==> config.mk <==
export PLATFORM = sky130hd
export DESIGN_NAME = operand_address_generation
export DESIGN_NICKNAME = d
export VERILOG_FILES = /design/src/rtl/opaddr_pkg.sv /design/src/rtl/opaddr_regfile.sv /design/src/rtl/opaddr_stack.sv /design/src/rtl/operand_address_generation.sv
export SDC_FILE = /design/constraint.sdc
export NUM_CORES = 1
export LEC_CHECK = 0
export BUFFER_PORTS_ARGS = -buffer_cell sky130_fd_sc_hd__buf_2
export CAP_MARGIN = 25
export CORE_ASPECT_RATIO = 0.8
export CORE_MARGIN = 1
export CORE_UTILIZATION = 50
export DETAILED_ROUTE_END_ITERATION = 12
export PLACE_DENSITY = 0.82
export SYNTH_ARGS = -nofsm -noshare
export SYNTH_HDL_FRONTEND = slang
export SYNTH_SLANG_ARGS = --single-unit
==> constraint.sdc <==
create_clock -name sys_clk_i -period 3.7 [get_ports sys_clk_i]
set_input_delay 0.37 -clock sys_clk_i [delete_from_list [all_inputs] [get_ports sys_clk_i]]
set_output_delay 0.37 -clock sys_clk_i [all_outputs]
set_load 0.01 [all_outputs]
==> src/rtl/opaddr_pkg.sv <==
// Package of constants and carriers for operand address generation
// ==========================================================================
// Behaviour
// - Register jump loads accumulator pair into counter
// - Direct mode uses 16-bit immediate unchanged
// - Short direct reaches only FE80H..FF1FH window
// - Bit 8 clear for 80H-FFH, set 00H-1FH
// - Word short direct accepts even addresses only
// - Special register address is FF00H plus field
// - FF00H..FF1FH special registers use short path
// - Three-bit field selects one byte register
// - Bytes indexed 0..7, pairs 0..3 adjacent
// - Indirect uses one of two pointer pairs
// - Based adds zero-extended offset, drops carry
// - Stack pointer addresses push, pop, call, return
// - Stack accesses stay inside internal high RAM
// - Counter increments per byte, loads on branch
`default_nettype none
package opaddr_pkg;
   // ==========================================================================
   // Address map
   localparam logic [15:0] SHORT_LOW = 16'hFE80;
   localparam logic [15:0] SHORT_HIGH = 16'hFF1F;
   localparam logic [15:0] STACK_LOW = 16'hFE80;
   localparam logic [15:0] STACK_HIGH = 16'hFEFF;
   localparam logic [7:0] SPECIAL_PAGE = 8'hFF;
   localparam logic [7:0] SHORT_SPECIAL_TOP = 8'h1F;
   localparam logic [7:0] SHORT_RAM_BASE = 8'h80;
   localparam logic [6:0] SHORT_HIGH_BITS = 7'h7F;
   localparam int SHORT_BIT8_POS = 8;
   // ==========================================================================
   // Reset values
   localparam logic [15:0] COUNTER_RESET = 16'h0000;
   localparam logic [15:0] STACK_RESET = 16'hFF00;
   localparam logic [7:0] BYTE_REG_RESET = 8'h00;
   // ==========================================================================
   // Register indices
   localparam logic [2:0] IDX_ACC_LOW = 3'h0;
   localparam logic [1:0] PAIR_ACC = 2'h0;
   localparam logic [1:0] PAIR_PTR_ONE = 2'h2;
   localparam logic [1:0] PAIR_BASE = 2'h3;
   // ==========================================================================
   // Operations
   typedef enum logic [3:0] {
      MODE_NONE = 4'h0, MODE_DIRECT = 4'h1, MODE_SHORT = 4'h2, MODE_SHORT_WORD = 4'h3,
      MODE_SPECIAL = 4'h4, MODE_INDIRECT = 4'h5, MODE_BASED = 4'h6
   } mode_type;
   typedef enum logic [2:0] {
      STK_NONE = 3'h0, STK_PUSH = 3'h1, STK_POP = 3'h2, STK_CALL = 3'h3,
      STK_RETURN = 3'h4, STK_IRQ_SAVE = 3'h5, STK_IRQ_RESTORE = 3'h6
   } stack_op_type;
   typedef enum logic [1:0] {
      PC_HOLD = 2'h0, PC_FETCH = 2'h1, PC_REG_JUMP = 2'h2, PC_LOAD = 2'h3
   } pc_op_type;

   // Request from the instruction decoder
   typedef struct packed {
      logic valid;
      mode_type mode;
      logic [15:0] full_direct_operand;
      logic [7:0] field;
      logic indirect_sel_base;
      pc_op_type pc_op;
      logic [15:0] branch_target;
      stack_op_type stack_op;
      logic sp_load;
      logic [15:0] sp_value;
   } decode_req_type;

   // Register-file write port
   typedef struct packed {
      logic byte_we;
      logic [2:0] byte_sel;
      logic [7:0] byte_data;
      logic pair_we;
      logic [1:0] register_pair_selector;
      logic [15:0] pair_data;
   } reg_write_type;

   // Memory address answer
   typedef struct packed {
      logic valid;
      logic [15:0] addr;
      logic fault;
      logic stack;
   } mem_addr_type;
endpackage
`default_nettype wire

==> src/rtl/opaddr_regfile.sv <==
// General-purpose byte registers with pair view
`default_nettype none
module opaddr_regfile
   import opaddr_pkg::*;
(
   input wire logic sys_clk_i,
   input wire logic rst_i,
   input wire reg_write_type wr_i,
   input wire logic [2:0] byte_sel_i,
   input wire logic [1:0] pair_sel_a_i,
   input wire logic [1:0] pair_sel_b_i,
   output logic [7:0] byte_o,
   output logic [15:0] pair_a_o,
   output logic [15:0] pair_b_o
);
   typedef struct packed {
      logic [7:0][7:0] regs;
   } rf_state_type;

   rf_state_type state_r;
   rf_state_type state_nxt;

   // Pair p is byte 2p+1 (high) over byte 2p (low)
   function automatic logic [15:0] pair_of(input rf_state_type s, input logic [1:0] p);
      pair_of = {s.regs[{p, 1'b1}], s.regs[{p, 1'b0}]};
   endfunction

   always_comb begin
      state_nxt = state_r;
      if (wr_i.pair_we) begin
         state_nxt.regs[{wr_i.register_pair_selector, 1'b1}] = wr_i.pair_data[15:8];
         state_nxt.regs[{wr_i.register_pair_selector, 1'b0}] = wr_i.pair_data[7:0];
      end
      if (wr_i.byte_we) begin
         state_nxt.regs[wr_i.byte_sel] = wr_i.byte_data;
      end
   end

   always_ff @(posedge sys_clk_i) begin
      if (rst_i) begin
         state_r <= '{regs: {8{BYTE_REG_RESET}}};
      end else begin
         state_r <= state_nxt;
      end
   end

   assign byte_o = state_r.regs[byte_sel_i];
   assign pair_a_o = pair_of(state_r, pair_sel_a_i);
   assign pair_b_o = pair_of(state_r, pair_sel_b_i);
endmodule
`default_nettype wire

==> src/rtl/opaddr_stack.sv <==
// Stack pointer with automatic pre-decrement and post-increment
`default_nettype none
module opaddr_stack
   import opaddr_pkg::*;
(
   input wire logic sys_clk_i,
   input wire logic rst_i,
   input wire stack_op_type op_i,
   input wire logic load_i,
   input wire logic [15:0] load_value_i,
   output logic [15:0] stack_pointer_o,
   output logic [15:0] addr_o,
   output logic active_o,
   output logic fault_o
);
   typedef struct packed {
      logic [15:0] stack_pointer;
   } sp_state_type;

   sp_state_type state_r;
   sp_state_type state_nxt;
   logic push_like;
   logic pop_like;

   always_comb begin
      push_like = (op_i == STK_PUSH) || (op_i == STK_CALL) || (op_i == STK_IRQ_SAVE);
      pop_like = (op_i == STK_POP) || (op_i == STK_RETURN) || (op_i == STK_IRQ_RESTORE);
      state_nxt = state_r;
      addr_o = state_r.stack_pointer;
      if (push_like) begin
         // Push writes below the current top
         addr_o = state_r.stack_pointer - 16'h0001;
         state_nxt.stack_pointer = addr_o;
      end else if (pop_like) begin
         state_nxt.stack_pointer = state_r.stack_pointer + 16'h0001;
      end else if (load_i) begin
         state_nxt.stack_pointer = load_value_i;
      end
   end

   always_ff @(posedge sys_clk_i) begin
      if (rst_i) begin
         state_r <= '{stack_pointer: STACK_RESET};
      end else begin
         state_r <= state_nxt;
      end
   end

   assign active_o = push_like || pop_like;
   // Flagged, not suppressed: the access itself is refused by the top
   assign fault_o = active_o && ((addr_o < STACK_LOW) || (addr_o > STACK_HIGH));
   assign stack_pointer_o = state_r.stack_pointer;
endmodule
`default_nettype wire

==> src/rtl/operand_address_generation.sv <==
// Operand and instruction address generation for the 8-bit core
`default_nettype none
module operand_address_generation
   import opaddr_pkg::*;
(
   input wire logic sys_clk_i,
   input wire logic rst_i,
   input wire decode_req_type req_i,
   input wire reg_write_type reg_wr_i,
   input wire logic [2:0] byte_sel_i,
   output logic [7:0] byte_operand_o,
   output mem_addr_type mem_o,
   output logic [15:0] program_counter_o,
   output logic [15:0] stack_pointer_o
);
   // ==========================================================================
   // State
   typedef struct packed {
      logic [15:0] program_counter;
      mem_addr_type mem;
      logic [7:0] byte_operand;
   } top_state_type;

   top_state_type state_r;
   top_state_type state_nxt;

   logic [15:0] acc_pair;
   logic [15:0] ptr_pair;
   logic [7:0] byte_value;
   logic [15:0] sp_addr;
   logic sp_active;
   logic sp_fault;
   logic [1:0] ptr_sel;

   // ==========================================================================
   // Address functions
   function automatic logic [15:0] short_addr(input logic [7:0] f);
      logic bit8;
      bit8 = (f <= SHORT_SPECIAL_TOP);
      short_addr = {SHORT_HIGH_BITS, bit8, f};
   endfunction

   // Field values 20H..7FH fall outside the window and are refused
   function automatic logic short_legal(input logic [7:0] f);
      short_legal = (f >= SHORT_RAM_BASE) || (f <= SHORT_SPECIAL_TOP);
   endfunction

   assign ptr_sel = req_i.indirect_sel_base ? PAIR_BASE : PAIR_PTR_ONE;

   opaddr_regfile u_regfile (
      .sys_clk_i(sys_clk_i),
      .rst_i(rst_i),
      .wr_i(reg_wr_i),
      .byte_sel_i(byte_sel_i),
      .pair_sel_a_i(PAIR_ACC),
      .pair_sel_b_i(ptr_sel),
      .byte_o(byte_value),
      .pair_a_o(acc_pair),
      .pair_b_o(ptr_pair)
   );

   opaddr_stack u_stack (
      .sys_clk_i(sys_clk_i),
      .rst_i(rst_i),
      .op_i(req_i.valid ? req_i.stack_op : STK_NONE),
      .load_i(req_i.valid && req_i.sp_load),
      .load_value_i(req_i.sp_value),
      .stack_pointer_o(stack_pointer_o),
      .addr_o(sp_addr),
      .active_o(sp_active),
      .fault_o(sp_fault)
   );

   // ==========================================================================
   // Next state
   always_comb begin
      state_nxt = state_r;
      state_nxt.mem = '0;
      state_nxt.byte_operand = byte_value;
      if (req_i.valid) begin
         case (req_i.pc_op)
            PC_FETCH: state_nxt.program_counter = state_r.program_counter + 16'h0001;
            PC_REG_JUMP: state_nxt.program_counter = acc_pair;
            PC_LOAD: state_nxt.program_counter = req_i.branch_target;
            default: state_nxt.program_counter = state_r.program_counter;
         endcase
         if (sp_active) begin
            state_nxt.mem.valid = !sp_fault;
            state_nxt.mem.addr = sp_addr;
            state_nxt.mem.fault = sp_fault;
            state_nxt.mem.stack = 1'b1;
         end else begin
            case (req_i.mode)
               MODE_DIRECT: begin
                  state_nxt.mem.valid = 1'b1;
                  state_nxt.mem.addr = req_i.full_direct_operand;
               end
               MODE_SHORT: begin
                  state_nxt.mem.addr = short_addr(req_i.field);
                  state_nxt.mem.valid = short_legal(req_i.field);
                  state_nxt.mem.fault = !short_legal(req_i.field);
               end
               MODE_SHORT_WORD: begin
                  state_nxt.mem.addr = short_addr(req_i.field);
                  // Odd word address rejected rather than silently aligned
                  state_nxt.mem.valid = short_legal(req_i.field) && !req_i.field[0];
                  state_nxt.mem.fault = !(short_legal(req_i.field) && !req_i.field[0]);
               end
               MODE_SPECIAL: begin
                  state_nxt.mem.addr = {SPECIAL_PAGE, req_i.field};
                  // Low 32 special registers belong to the short path
                  state_nxt.mem.valid = req_i.field > SHORT_SPECIAL_TOP;
                  state_nxt.mem.fault = req_i.field <= SHORT_SPECIAL_TOP;
               end
               MODE_INDIRECT: begin
                  state_nxt.mem.valid = 1'b1;
                  state_nxt.mem.addr = ptr_pair;
               end
               MODE_BASED: begin
                  state_nxt.mem.valid = 1'b1;
                  state_nxt.mem.addr = 16'(ptr_pair + {8'h00, req_i.field});
               end
               default: state_nxt.mem = '0;
            endcase
         end
      end
   end

   always_ff @(posedge sys_clk_i) begin
      if (rst_i) begin
         state_r <= '{program_counter: COUNTER_RESET, mem: '0, byte_operand: BYTE_REG_RESET};
      end else begin
         state_r <= state_nxt;
      end
   end

   assign mem_o = state_r.mem;
   assign program_counter_o = state_r.program_counter;
   assign byte_operand_o = state_r.byte_operand;
endmodule
`default_nettype wire

==> results_dict.tcl <==
set metrics [dict create \
    route.detailed.drc 0 \
    die-area_um2 16600 \
    post-synth-top-count-cell "sky130_fd_sc_hd__nor2_1" \
    place.gp.congestion 0.902 \
    synth_top_area_cell "sky130_fd_sc_hd__dfxtp_1" \
    n_fill_cell 1395 \
    crit_required_ns 3.99 \
    syn_inst 989 \
    synth_area_leaders "sky130_fd_sc_hd__dfxtp_1 (31%), sky130_fd_sc_hd__mux2i_1 (9.8%), sky130_fd_sc_hd__nor2_1 (7.0%)" \
    max_ir_drop_vdd_mv 0.323 \
    clock-root-buffer "sky130_fd_sc_hd__clkbuf_16" \
    internal_power_mw 2.92 \
    cellPowerDensity_nw_per_um2 428 \
    die_x_um 144 \
    ctsHoldBuffers 0 \
    reg2regPathDepth 9 \
    rsz0062_at_grt "false" \
    rows 41 \
    post_cts_buffers 0 \
    nNetsFinal 1212 \
    global_route.overflow_total 0 \
    clock_insertion_delay_worst_skew_ns 0.42 \
    post_detailed_placement_half_perimeter_wirelength_um 18300 \
    syn_area_um2 8040 \
    coreArea_um2 15700 \
    drtPass1Iterations 6 \
    h-tree-depth 4 \
    cts_tree "yes" \
    grt_max_degree 89 \
    numClockSinks 123 \
    asyncSetResetFlopFracSynth 0 \
    synth_seq_area_share 0.306 \
    grt_first_pass_wirelength_um 39900 \
    resized_gates_after_cts 0 \
    clock_skews_ns 0.00830 \
    top_post_synthesis_cells_by_count "sky130_fd_sc_hd__nor2_1 (151), sky130_fd_sc_hd__dfxtp_1 (123), sky130_fd_sc_hd__mux2i_1 (79)" \
    number_of_cells_traversed_by_the_worst_hold_path 3 \
    synthesis.area_per_instance_um2 8.13 \
    setup_tns_ns 0 \
    synthDominantCellAreaShare 0.306 \
    maxCapViolations 0 \
    worst_hold_path_type "in2reg" \
    dominantRegCellSynth "sky130_fd_sc_hd__dfxtp_1" \
    finalHoldViolations 0 \
    clock_power_share 0.448 \
    tritoncts.num_buffers 17 \
    die_h_um 115 \
    route.detailed.vias_per_inst 6.27 \
    drt_first_iter_violations 1174 \
    port_buffers 162 \
    p_switching_mw 1.15 \
    top_level_ports 163 \
    synthToLayoutAreaGrowth_pct 18.6 \
    final_core_util 0.606 \
    effective_utilization_at_floorplan 0.511 \
    fin_crit_sh 0.722 \
    p_seq_frac 0.371 \
    grt_use_total 0.314 \
    power.leakage_nw 4.04 \
    min_period_ns 2.67 \
    endpoint_kind "flip-flop" \
    grt_antenna_before_repair 0 \
    wl_per_cell_um 19.3 \
    antenna_violating_nets_post_route 0 \
    worst_setup_path_start_kind "input pin" \
    worst-endpoint-arrival_ns 2.96 \
    clkTransAtPathRegs_ns 0.06 \
    worst-setup-path-type "in2reg" \
    finalSetupViolCount 0 \
    outcome "finished clean" \
    synthesized_netlist_net_count 1105 \
    post_synth_num_cell_types 67 \
    path_max_fanout 20 \
    grt_pass1_vias 7446 \
    comb_power_share 0.180 \
    insertedDiodeCount 0 \
    synth-edff-count 0 \
    tightestPinTransition_ns 0.954 \
    clock_tree.buffer_depth 2 \
    max_freq_mhz 374 \
    switching_share 0.283 \
    detail_route.wirelength_um 25600 \
    warnings_from_yosys 0 \
    proportion_of_layout_cells_with_a_drive_suffix_above_1 0.230 \
    slew_violations 0 \
    synth-seq-cells 123 \
    routed-via-count 8297 \
    slew_headroom 0.364 \
]
-- per-stage QoR --
step                      cell area [µm²]  hold slack, ns  power [mW]  instances  worst slack (ns)
final                                9540           0.232        4.08       1324              1.03
after global routing                 9540           0.242        4.23       1324             0.848
after CTS                            9510           0.220        4.07       1322              1.05
after detailed placement             8870           0.489        2.25       1290             0.671
after global placement               8850           0.472        2.24       1289             0.734
after floorplan                      8040           0.496        2.01        989             0.608
-- power groups by stage --
| stage | registers [mW] | clock network, mW | logic, mW |
|---|---|---|---|
| floorplan | 1.50 | 0 | 0.505 |
| finish | 1.51 | 1.83 | 0.735 |
| detailed placement | 1.54 | 0 | 0.714 |
| global route | 1.53 | 1.90 | 0.802 |
| global placement | 1.54 | 0 | 0.701 |
| CTS | 1.51 | 1.84 | 0.721 |
-- critical path: stages --
cell and delay, ns:
sky130_fd_sc_hd__buf_2 0.36, sky130_fd_sc_hd__mux2_2 0.40, sky130_fd_sc_hd__ha_1 0.21, sky130_fd_sc_hd__fa_1 0.42, sky130_fd_sc_hd__a21o_1 0.18, sky130_fd_sc_hd__a21oi_1 0.24, sky130_fd_sc_hd__nor2_1 0.12, sky130_fd_sc_hd__o31a_1 0.30
sky130_fd_sc_hd__nand3_1 0.11, sky130_fd_sc_hd__xnor2_1 0.12, sky130_fd_sc_hd__o221ai_1 0.13
-- routing by layer --
layer / up-vias / global-route usage / share of wire
met3: 51 / 0.0773 / 0.11
met1: 3859 / 0.447 / 0.43
met4: 0 / 0.104 / 0.020
met2: 509 / 0.465 / 0.43
met5: - / 0 / 0
li1: 3878 / - / -
-- layout make-up --
class                   instances  area [µm²]  share of cell area
clock inverters                13         198              0.0207
well taps                     215         269              0.0282
clock buffers                  19         443              0.0464
inverters                       9        33.8             0.00354
multi-input cells             771        5200               0.546
repair buffers                174         926              0.0971
flip-flops and latches        123        2460               0.258
-- state kept, by name, indices dropped and copies added, names as in the netlist --
register and cells:
mem_o 19, u_stack.stack_pointer_o 16, u_regfile.state_r 64, byte_operand_o 8, program_counter_o 16
-- cells by family after synthesis --
logic type / count (synthesis) / share of synthesized area
AO/OA/AOI/OAI: 276 / 0.227
XOR/XNOR: 28 / 0.0314
adder cells (fa/ha/maj): 12 / 0.0196
buffers and inverters: 95 / 0.0474
flip-flops: 123 / 0.306
multiplexers: 116 / 0.173
AND/OR/NAND/NOR: 339 / 0.196
-- cell usage in the layout, fill, tap and decap left out, drive strengths merged, types with 12 or more instances in the layout --
cell type / synthesis / final
mux2: 21 / 21
nor2: 152 / 152
mux2i: 79 / 79
xor2: 12 / 12
mux4: 16 / 16
o21ai: 51 / 51
nand2: 64 / 64
nand3: 37 / 37
buf: 26 / 174
a21oi: 68 / 68
xnor2: 16 / 16
a211oi: 72 / 72
dfxtp: 123 / 123
a221oi: 15 / 15
clkbuf: 60 / 19
nor3: 23 / 23
-- final timing paths --
| kind | start | endpoint | slack [ns] |
|---|---|---|---|
| min | req_i[14] | u_stack.stack_pointer_o[14] | 0.23 |
| min reg2reg | program_counter_o[13] | program_counter_o[13] | 0.50 |
| max reg2reg | u_stack.stack_pointer_o[0] | u_stack.stack_pointer_o[12] | 1.08 |
| max | req_i[38] | mem_o[14] | 1.03 |
No activity file was read; power rests on OpenSTA's default activity.
